File: src/design/fppr_pkg.sv
package fppr_pkg;

    // clock rate and pulse width timing
    localparam int CLK_MHZ = 200;
    localparam int T_W0_MIN_NS = 50;
    localparam int T_W0_MIN_CYC = (T_W0_MIN_NS * CLK_MHZ + 999) / 1000;
    localparam int T_W1_US = 50;
    localparam int T_W1_CYC = T_W1_US * CLK_MHZ;
    localparam int CNT_W = 14;

    // serial word layout, bit 37 arrives first
    localparam int WORD_W = 38;
    localparam int START_LSB = 26;
    localparam int FN_LSB = 24;
    localparam int PAR_LSB = 22;
    localparam int DUMMY_LSB = 20;
    localparam int VAL_LSB = 12;
    localparam int END_LSB = 0;
    localparam logic [11:0] START_PAT = 12'h801;
    localparam logic [11:0] END_PAT = 12'h7FE;
    localparam logic [1:0] DUMMY_PAT = 2'h2;

    // function and parameter codes
    localparam logic [1:0] FN_PROGRAM = 2'h2;
    localparam logic [1:0] FN_READ = 2'h3;
    localparam logic [1:0] PAR_GAIN2 = 2'h0;
    localparam logic [1:0] PAR_GAIN1 = 2'h1;
    localparam logic [1:0] PAR_OFFSET = 2'h2;
    localparam logic [1:0] PAR_OTHER = 2'h3;
    localparam int OTHER_LOCK_BIT = 0;
    localparam int OTHER_CHECK_BIT = 2;

    // fuse array map
    localparam int FUSE_N = 20;
    localparam int GAIN2_W = 3;
    localparam int GAIN1_W = 7;
    localparam int OFFSET_W = 8;
    localparam int FUSE_GAIN2_LSB = 0;
    localparam int FUSE_GAIN1_LSB = 3;
    localparam int FUSE_OFFSET_LSB = 10;
    localparam int FUSE_LOCK = 18;
    localparam int FUSE_CHECK = 19;

    // register map, byte addresses
    localparam int ADDR_W = 8;
    localparam logic [7:0] REG_SIM_GAIN2 = 8'h00;
    localparam logic [7:0] REG_SIM_GAIN1 = 8'h04;
    localparam logic [7:0] REG_SIM_OFFSET = 8'h08;
    localparam logic [7:0] REG_STATUS = 8'h0C;
    localparam logic [7:0] REG_ACTIVE = 8'h10;
    localparam logic [7:0] REG_FUSES = 8'h14;

    // status field positions
    localparam int STAT_LOCK = 0;
    localparam int STAT_CHECK = 1;
    localparam int STAT_XOR = 2;
    localparam int STAT_COMBINED = 3;
    localparam int STAT_PERR = 4;
    localparam int STAT_READ = 5;
    localparam int STAT_BLOW = 6;

    // reset values
    localparam logic [7:0] RST_CODE = 8'h00;

    // the three amplifier codes
    typedef struct packed {
        logic [OFFSET_W-1:0] offset;
        logic [GAIN1_W-1:0] gain1;
        logic [GAIN2_W-1:0] gain2;
    } fppr_codes_t;

    // whole state of the block
    typedef struct packed {
        logic in_prev;
        logic [CNT_W-1:0] width;
        logic [WORD_W-1:0] word;
        logic shifted;
        logic blow_en;
        logic [4:0] blow_idx;
        logic rd_active;
        logic [7:0] rd_sr;
        logic [2:0] rd_cnt;
        fppr_codes_t sim;
        logic [31:0] prdata;
        logic err;
    } fppr_state_t;

endpackage

File: src/design/fppr_fuse_program.sv
// Behaviour
// - pulse width codes bit: short zero, long one
// - 38-bit word: start, fn, param, dummy, value, end
// - param selects gain2, gain1, offset, lock/check fuses
// - volatile values while unlocked, fuses once locked
// - unblown fuse reads zero, blown reads one
// - program: function 10, one-hot value picks fuse
// - blow switch on valid word, off when broken
// - fuses rule only after lock; simulation ignored
// - lock fuse via param 11 value 1; then reject
// - twenty fuses: 18 code, lock, check
// - xor sum of all 18 code bits
// - two-input xor stage after the sum
// - parity error zero while unlocked
// - parity error forces amplifier output low
// - read: function 11, value field ignored
// - read entry loads 8-bit register, drives msb
// - each of the first seven pulse falling edges shifts, msb first
// - eighth pulse ends read, releases pin
// - short values zero padded at top
// - readback bit also on amplifier output
//
// Our own choices: the address map and the APB register port.
module fppr_fuse_program #(
    parameter int W1_CYCLES = fppr_pkg::T_W1_CYC
) (
    // clock and reset
    input wire logic pclk,
    input wire logic presetn,
    // apb slave
    input wire logic psel,
    input wire logic penable,
    input wire logic pwrite,
    input wire logic [fppr_pkg::ADDR_W-1:0] paddr,
    input wire logic [31:0] pwdata,
    output logic [31:0] prdata,
    output logic pready,
    output logic pslverr,
    // single-wire programming input
    input wire logic pulse_serial_input,
    // fuse array sense and blow switch
    input wire logic [fppr_pkg::FUSE_N-1:0] fuse_sense,
    output logic fuse_blow_en,
    output logic [4:0] fuse_blow_index,
    // readback pin
    output logic filter_readback_pin,
    output logic filter_readback_oe_n,
    // amplifier control
    output fppr_pkg::fppr_codes_t active_codes,
    output logic amp_force_low,
    output logic amp_digital_en,
    output logic amp_digital_bit,
    // check status
    output logic lock_fuse_state,
    output logic check_fuse_state,
    output logic code_xor_sum,
    output logic combined_check_result,
    output logic parity_error
);

    fppr_pkg::fppr_state_t st; // registered state
    fppr_pkg::fppr_state_t next_st; // next state
    fppr_pkg::fppr_codes_t fuse_codes; // codes held in fuses
    logic fall; // falling edge of the input
    logic bit_ok; // pulse long enough to count
    logic bit_val; // decoded bit value
    logic frame_ok; // start, dummy and end all match
    logic [1:0] fn; // function field
    logic [1:0] par; // parameter field
    logic [7:0] val; // value field
    logic [7:0] fused_val; // fused value of selected parameter
    logic [2:0] pos; // position of the set value bit
    logic idx_ok; // value picks a real fuse
    logic [4:0] idx; // fuse picked by the value
    logic prog_ok; // word asks for a legal blow
    logic rd_enter; // word enters read mode
    logic setup; // apb setup cycle
    logic access_wr; // apb write completing
    logic mapped; // address hits a register
    logic [31:0] rd_mux; // read data selected by address

    // fuse array read out; an intact fuse senses as zero
    assign fuse_codes.gain2 =
        fuse_sense[fppr_pkg::FUSE_GAIN2_LSB +: fppr_pkg::GAIN2_W];
    assign fuse_codes.gain1 =
        fuse_sense[fppr_pkg::FUSE_GAIN1_LSB +: fppr_pkg::GAIN1_W];
    assign fuse_codes.offset =
        fuse_sense[fppr_pkg::FUSE_OFFSET_LSB +: fppr_pkg::OFFSET_W];
    assign lock_fuse_state = fuse_sense[fppr_pkg::FUSE_LOCK];
    assign check_fuse_state = fuse_sense[fppr_pkg::FUSE_CHECK];

    // active codes: volatile until locked, fuses afterwards
    assign active_codes =
        lock_fuse_state ? fuse_codes : st.sim;

    // parity path
    assign code_xor_sum = ^active_codes;
    assign combined_check_result =
        code_xor_sum ^ check_fuse_state;
    assign parity_error = lock_fuse_state & combined_check_result;
    assign amp_force_low = parity_error;

    // readback pin and amplifier digital path
    assign filter_readback_pin = st.rd_active & st.rd_sr[7];
    assign filter_readback_oe_n = ~st.rd_active;
    assign amp_digital_en = st.rd_active;
    assign amp_digital_bit = filter_readback_pin;

    // blow switch and bus outputs
    assign fuse_blow_en = st.blow_en;
    assign fuse_blow_index = st.blow_idx;
    assign prdata = st.prdata;
    assign pready = 1'b1;
    assign pslverr = psel & penable & st.err;

    // pulse width decode at the falling edge
    assign fall = st.in_prev & ~pulse_serial_input;
    assign bit_ok = fall &&
        (st.width >= fppr_pkg::CNT_W'(fppr_pkg::T_W0_MIN_CYC));
    assign bit_val = (st.width >= fppr_pkg::CNT_W'(W1_CYCLES));

    // field split of the shifted word
    assign fn = st.word[fppr_pkg::FN_LSB +: 2];
    assign par = st.word[fppr_pkg::PAR_LSB +: 2];
    assign val = st.word[fppr_pkg::VAL_LSB +: 8];
    assign frame_ok =
        (st.word[fppr_pkg::START_LSB +: 12] == fppr_pkg::START_PAT) &&
        (st.word[fppr_pkg::DUMMY_LSB +: 2] == fppr_pkg::DUMMY_PAT) &&
        (st.word[fppr_pkg::END_LSB +: 12] == fppr_pkg::END_PAT);

    // fused value of the chosen parameter, zero padded on top
    always_comb begin
        case (par)
            fppr_pkg::PAR_GAIN2: fused_val = {5'h00, fuse_codes.gain2};
            fppr_pkg::PAR_GAIN1: fused_val = {1'h0, fuse_codes.gain1};
            fppr_pkg::PAR_OFFSET: fused_val = fuse_codes.offset;
            default: begin
                fused_val = 8'h00;
                fused_val[fppr_pkg::OTHER_LOCK_BIT] = lock_fuse_state;
                fused_val[fppr_pkg::OTHER_CHECK_BIT] = check_fuse_state;
            end
        endcase
    end

    // map a one-hot value onto a fuse index
    always_comb begin
        pos = 3'h0;
        for (int i = 0; i < 8; i++) begin
            if (val[i]) begin
                pos = 3'(i);
            end
        end
        idx = 5'h00;
        idx_ok = 1'b0;
        case (par)
            fppr_pkg::PAR_GAIN2: begin
                idx_ok = (pos < 3'(fppr_pkg::GAIN2_W));
                idx = 5'(fppr_pkg::FUSE_GAIN2_LSB) + {2'h0, pos};
            end
            fppr_pkg::PAR_GAIN1: begin
                idx_ok = (pos < 3'(fppr_pkg::GAIN1_W));
                idx = 5'(fppr_pkg::FUSE_GAIN1_LSB) + {2'h0, pos};
            end
            fppr_pkg::PAR_OFFSET: begin
                idx_ok = 1'b1;
                idx = 5'(fppr_pkg::FUSE_OFFSET_LSB) + {2'h0, pos};
            end
            default: begin
                if (pos == 3'(fppr_pkg::OTHER_LOCK_BIT)) begin
                    idx_ok = 1'b1;
                    idx = 5'(fppr_pkg::FUSE_LOCK);
                end else if (pos == 3'(fppr_pkg::OTHER_CHECK_BIT)) begin
                    idx_ok = 1'b1;
                    idx = 5'(fppr_pkg::FUSE_CHECK);
                end
            end
        endcase
    end

    // decoded commands
    assign prog_ok = frame_ok && (fn == fppr_pkg::FN_PROGRAM) &&
        $onehot(val) && idx_ok && !lock_fuse_state &&
        !st.rd_active;
    assign rd_enter = st.shifted && frame_ok &&
        (fn == fppr_pkg::FN_READ) && !st.rd_active;

    // apb decode
    assign setup = psel & ~penable;
    assign access_wr = psel & penable & pwrite & ~st.err;
    assign mapped = (paddr == fppr_pkg::REG_SIM_GAIN2) ||
        (paddr == fppr_pkg::REG_SIM_GAIN1) ||
        (paddr == fppr_pkg::REG_SIM_OFFSET) ||
        (paddr == fppr_pkg::REG_STATUS) ||
        (paddr == fppr_pkg::REG_ACTIVE) ||
        (paddr == fppr_pkg::REG_FUSES);

    // read data mux
    always_comb begin
        rd_mux = 32'h0000_0000;
        case (paddr)
            fppr_pkg::REG_SIM_GAIN2: rd_mux[2:0] = st.sim.gain2;
            fppr_pkg::REG_SIM_GAIN1: rd_mux[6:0] = st.sim.gain1;
            fppr_pkg::REG_SIM_OFFSET: rd_mux[7:0] = st.sim.offset;
            fppr_pkg::REG_STATUS: begin
                rd_mux[fppr_pkg::STAT_LOCK] = lock_fuse_state;
                rd_mux[fppr_pkg::STAT_CHECK] = check_fuse_state;
                rd_mux[fppr_pkg::STAT_XOR] = code_xor_sum;
                rd_mux[fppr_pkg::STAT_COMBINED] = combined_check_result;
                rd_mux[fppr_pkg::STAT_PERR] = parity_error;
                rd_mux[fppr_pkg::STAT_READ] = st.rd_active;
                rd_mux[fppr_pkg::STAT_BLOW] = st.blow_en;
            end
            fppr_pkg::REG_ACTIVE: rd_mux[17:0] = active_codes;
            fppr_pkg::REG_FUSES: rd_mux[19:0] = fuse_sense;
            default: rd_mux = 32'h0000_0000;
        endcase
    end

    // next state
    always_comb begin
        next_st = st;
        next_st.in_prev = pulse_serial_input;
        // width counter runs while high, saturates
        if (!pulse_serial_input) begin
            next_st.width = '0;
        end else if (st.width != '1) begin
            next_st.width = st.width + fppr_pkg::CNT_W'(1);
        end
        // shift decoded bit in, first bit ends at the top
        next_st.shifted = bit_ok;
        if (bit_ok) begin
            next_st.word = {st.word[fppr_pkg::WORD_W-2:0], bit_val};
        end
        // blow switch follows the live word
        next_st.blow_en = prog_ok;
        if (prog_ok) begin
            next_st.blow_idx = idx;
        end
        // read mode
        if (rd_enter) begin
            next_st.rd_active = 1'b1;
            next_st.rd_sr = fused_val;
            next_st.rd_cnt = 3'h0;
        end else if (st.rd_active && bit_ok) begin
            if (st.rd_cnt == 3'h7) begin
                next_st.rd_active = 1'b0;
            end else begin
                next_st.rd_sr = {st.rd_sr[6:0], 1'b0};
                next_st.rd_cnt = st.rd_cnt + 3'h1;
            end
        end
        // apb setup captures read data and error
        if (setup) begin
            next_st.prdata = rd_mux;
            next_st.err = ~mapped;
        end
        // volatile code writes, ignored once locked
        if (access_wr && !lock_fuse_state) begin
            case (paddr)
                fppr_pkg::REG_SIM_GAIN2: next_st.sim.gain2 = pwdata[2:0];
                fppr_pkg::REG_SIM_GAIN1: next_st.sim.gain1 = pwdata[6:0];
                fppr_pkg::REG_SIM_OFFSET: next_st.sim.offset = pwdata[7:0];
                default: next_st.sim = st.sim;
            endcase
        end
    end

    // state register
    always_ff @(posedge pclk or negedge presetn) begin
        if (!presetn) begin
            st <= '0;
            st.sim.gain2 <= fppr_pkg::RST_CODE[2:0];
            st.sim.gain1 <= fppr_pkg::RST_CODE[6:0];
            st.sim.offset <= fppr_pkg::RST_CODE;
        end else begin
            st <= next_st;
        end
    end
endmodule

File: config.mk
export PLATFORM = sky130hd
export DESIGN_NAME = fppr_fuse_program
export DESIGN_NICKNAME = d
export VERILOG_FILES = /design/src/design/fppr_pkg.sv /design/src/design/fppr_fuse_program.sv
export SDC_FILE = /design/constraint.sdc
export NUM_CORES = 1
export LEC_CHECK = 0
export ABC_AREA = 1
export ABC_CLOCK_PERIOD_IN_PS = 8900
export BUFFER_PORTS_ARGS = -buffer_cell sky130_fd_sc_hd__buf_4
export CORE_ASPECT_RATIO = 0.5
export CORE_MARGIN = 4
export CORE_UTILIZATION = 44
export CTS_CLUSTER_DIAMETER = 30
export DETAILED_ROUTE_END_ITERATION = 8
export MAX_ROUTING_LAYER = met4
export PLACE_DENSITY_LB_ADDON = 0.2
export SYNTH_ARGS = -nofsm -noshare
export SYNTH_HDL_FRONTEND = slang
export SYNTH_SLANG_ARGS = --single-unit
File: constraint.sdc
create_clock -name pclk -period 8.9 [get_ports pclk]
set_clock_uncertainty 0.05 [all_clocks]
set_input_delay 2.225 -clock pclk [delete_from_list [all_inputs] [get_ports pclk]]
set_output_delay 2.225 -clock pclk [all_outputs]
set_load 0.05 [all_outputs]
======== Yosys cells after proc, flatten, opt, wreduce, memory -nomap -nowiden ========
Index checks and enable logic that the tools add are counted.
word-level totals
  bits in registers ....................... 111
  word-level logic and storage cells ...... 118
  bits of input ports ..................... 66
  output and inout bits ................... 68
cells by class
  order comparisons ....................... 4
  muxes and demuxes ....................... 26
  add/sub/neg operators ................... 11
  reductions and logical operators ........ 31
  bitwise gates (word level) .............. 14
  eq/ne operators ......................... 18
operators with widths
  cell                                                                                  number
  14-bit two-way mux                                                                    2
  12-bit two-way mux                                                                    2
  8-bit one-hot mux with 3 select lines                                                 1
  10-bit one-hot mux with 2 select lines                                                1
  4-bit one-hot mux with 5 select lines                                                 1
  18-bit two-way mux                                                                    1
  3-bit two-way mux                                                                     6
  3-bit one-hot mux with 6 select lines                                                 1
  18-bit parity                                                                         1
  8-bit by 4-bit == test with 1-bit output, second input constant                       2
  8-bit by 5-bit == test with 1-bit output, second input constant                       2
  5-bit one-hot mux with 3 select lines                                                 1
  14-bit by 1-bit adder with 14-bit output, second input constant                       1
  14-bit greater-or-equal comparator, second input constant                             1
  14-bit by 4-bit greater-or-equal comparator with 1-bit output, second input constant  1
  14-bit != test, second input constant                                                 1
  1-bit logical AND                                                                     13
  12-bit by 11-bit == test with 1-bit output, second input constant                     1
  12-bit == test, second input constant                                                 1
  11-bit two-way mux                                                                    1
  5-bit two-way mux                                                                     2
  2-bit AND reduction                                                                   5
  1-bit by 1-bit adder with 2-bit output                                                4
  1-bit AND                                                                             8
  other kinds (26)                                                                      44

======== Longest topological paths before layout ========
  depth after elaboration ................. 14
  depth in mapped cells ................... 19
  gate-level depth less buffers ........... 18

======== Worst setup path after synthesis ========
OpenSTA, ideal clock, no wires.
  path type ............................... in2out
  start ................................... input fuse_sense[18] (netlist bit)
  end ..................................... output parity_error
  stages .................................. 15
  buffers on the path ..................... 2
  arrival time ............................ 4.953 ns
  setup slack ............................. 1.672 ns
  data required time ...................... 6.625 ns
  cells stage by stage .................... buf_4 -> o21ai_1 -> nand2_1 -> nand2_1 -> nand2_1 -> inv_1 -> nor2_1 -> nand2_1 -> nand2_1 -> nand3_1 -> nand2_2 -> nand2_2 -> nand2_1 -> nor2_1 -> buf_4
RTL lines
  what         RTL line                 text
  from (decl)  fppr_fuse_program.sv:42  input wire logic [fppr_pkg::FUSE_N-1:0] fuse_sense,
  to (decl)    fppr_fuse_program.sv:58  output logic parity_error

======== Worst setup path after layout ========
  start ................................... input fuse_sense[18] (netlist bit)
  end ..................................... output parity_error
between the ends
  cells in the longest elaborated chain, start to end .. 4
RTL lines
  what                RTL line                  text
  18-bit two-way mux  fppr_fuse_program.sv:94   lock_fuse_state ? fuse_codes : st.sim;
  18-bit parity       fppr_fuse_program.sv:97   assign code_xor_sum = ^active_codes;
  1-bit bitwise XOR   fppr_fuse_program.sv:99   code_xor_sum ^ check_fuse_state;
  1-bit AND *         fppr_fuse_program.sv:100  assign parity_error = lock_fuse_state & combined_check_result;
Every way passes the cells marked *; elsewhere a longest branch is shown, timed or not.

==> results.toml <==
[cells_and_area]
stdcell_area_sq_um = 7657
layout.nets = 1083
nFillCells = 1453
diodes = 0
layout_commonest_cell = "nand2_1"
drive_above_1_share_pct = 12.84
area_growth_syn_to_layout_pct = 13.38
final_cell_mix = "nand2_1, inv_1, dfrtp_1"

[setup_path]
worst-setup-path-type = "primary input to output pin"
crit_path_start_kind = "primary input"
cp.arrival_ns = 4.50
crit_path_max_fanout = 41
cp-end-kind = "output pin"
required_ns = 6.63

[drt]
viasPerCell = 5.041
ant_nets = 0
dr.pass1.iters = 5
route.detailed.drc = 0
via_count = 6064
wl_per_cell_um = 14.11
totalWireLength_um = 16970
drt_iter0_drc = 408

[grt]
overflow = 0
grt_pass1_wl_um = 27800
grt_max_degree = 67
grt_use_total_pct = 20.34
grt_pass1_vias = 5649
antenna_found_initial = 0

[die]
coreArea_sq_um = 14740
initial_utilization_pct = 45.82
fp-row-count = 31
io_pins = 134
die_h_um = 95.61
die_area_sq_um = 17520
fp.dieW_um = 183.2

[pwr]
power_mw = 1.129
leakage_nw = 3.996
ir_drop_mv = 0.08560
pwr_density_cell_nw_per_um2 = 147.5

[clock_network]
numCtsBuffers = 9
cts_root_buf = "clkbuf_16"
insertion_delay_ns = 0.36
htreeDepth = 3
cts_tree = "yes"
cts_sinks = 111
cts_hold_buf = 0
cts_setup_buffers = 0
clockBufferDepth = 2
post_cts_resized = 0
clk_pin_slew_ns = 0.08

[logic_synthesis]
syn_inst = 945
async_flop_share_pct = 100.0
synth_area_sq_um = 6754
syn_area_per_cell_sq_um = 7.147
synth_cell_types = 40
synthTopCellsByArea = "dfrtp_1, nand2_1, inv_1, o21ai_0, buf_4"
yosysWarnings = 0
synth_seq_cells = 111
synth_top_area_cell = "dfrtp_1"
yosysSeqAreaShare_pct = 41.13
synth_edf_count = 0
synth_top_area_share_pct = 41.13
synth_flop_cell = "dfrtp_1"

[timing]
max-slew-margin-rel_pct = 48.30
hold_slack_ns = 0.4316
post-route-period-util_pct = 76.16
fin_tns_setup_ns = 0
maxSlewViolCount = 0
worst_pin_slew_ns = 0.7696
setup-violations-final = 0
max_freq_ghz = 0.1475
layout_setup_ws_ns = 2.122
finalCriticalPeriod_ns = 6.778
rsz0062_at_grt = "no"
timing_hold_violations_final = 0

[place]
detailed_place_hpwl_um = 12710
pre_cts_slack_ns = 2.129
routabilityCongestion = 0.8971
dpl_cell_area_sq_um = 7361
placement.io_buffers = 96

[status]
status = "finished clean"

[run]
maxCapViolCount = 0

[worst_hold_path]
hold_class = "flip-flop to flip-flop"
==> through the flow <==
step	std cells	util, %
2_1_floorplan	956	-
3_3_place_gp	1187	49.94
3_5_place_dp	1187	49.94
4_1_cts	1203	51.95
5_1_grt	1203	51.95
6_report	1203	51.95
==> synthesized netlist by cell type, types with 7 or more instances <==
master	n
inv_1	139
o21ai_0	79
ha_1	13
nand4_1	12
buf_2	7
a21oi_1	14
nor2_1	39
buf_4	43
dfrtp_1	111
nor3_1	14
nand3_1	30
nand2_1	330
o22ai_1	33
clkbuf_1	13
==> report_power, final <==
group	switching [mW]	internal, mW
clock network	0.204	0.199
logic	0.144	0.0578
registers	0.00872	0.516
==> registers in the layout (all words and copies together), names as in the netlist <==
signal,count
par,2
fn,2
fuse_blow_index,5
fuse_blow_en,1
prdata,20
amp_digital_en,1
st,80
==> logic make-up (layout without fill, tap and decap cells) <==
group	Yosys count	after routing	synth area share, %
multiplexers	2	2	0.3149
other	2	13	0.1112
AND/OR/NAND/NOR	440	440	26.42
adder cells (fa/ha/maj)	17	17	3.594
AO/OA/AOI/OAI	161	161	13.80
XOR/XNOR	3	3	0.3891
buffers and inverters	209	258	14.25
flip-flops	111	111	41.13
==> worst paths after layout <==
path | start | end | slack, ns | cells after the start
setup / recovery | fuse_sense[18] | parity_error | 2.12 | 17
hold / removal | fuse_blow_index[4] | fuse_blow_index[4] | 0.43 | 2
setup reg to reg | st[85] | fuse_blow_index[0] | 5.03 | 17
hold reg to reg | fuse_blow_index[4] | fuse_blow_index[4] | 0.43 | 2
max in group asynchronous | presetn | st[61] | 5.70 | 2
min in group asynchronous | presetn | st[115] | 1.85 | 1
==> layout make-up <==
| class | count | area (sq um) | area share [%] |
|---|---|---|---|
| inverter | 143 | 536.8 | 7.010 |
| timing repair buffer | 99 | 743.2 | 9.706 |
| clock inverter | 7 | 71.32 | 0.9314 |
| sequential | 111 | 2778 | 36.27 |
| clock buffer | 9 | 225.2 | 2.941 |
| multi-input combinational | 636 | 3055 | 39.90 |
| tap | 198 | 247.7 | 3.235 |
==> layer usage <==
layer	part of all wire [%]	wire (um)	global-route usage, %
met1	47	8048	27.15
met2	44	7538	32.48
met3	6.6	1115	3.659
met4	1.6	268	5.266
met5	0	0	-
==> critical path, cell delays in order <==
cell,delay (ns)
buf_4,0.25
inv_2,0.55
nand2_1,0.11
nand2_1,0.16
nand2_1,0.07
nand2_1,0.08
nand2_1,0.05
nand2_1,0.06
nand2_1,0.06
nand3_1,0.13
nand2_1,0.07
nand2_1,0.08
nand2_2,0.08
nand2_2,0.08
nand2_1,0.08
nor2_1,0.13
buf_4,0.22
Power figures use the tool's default switching activity.
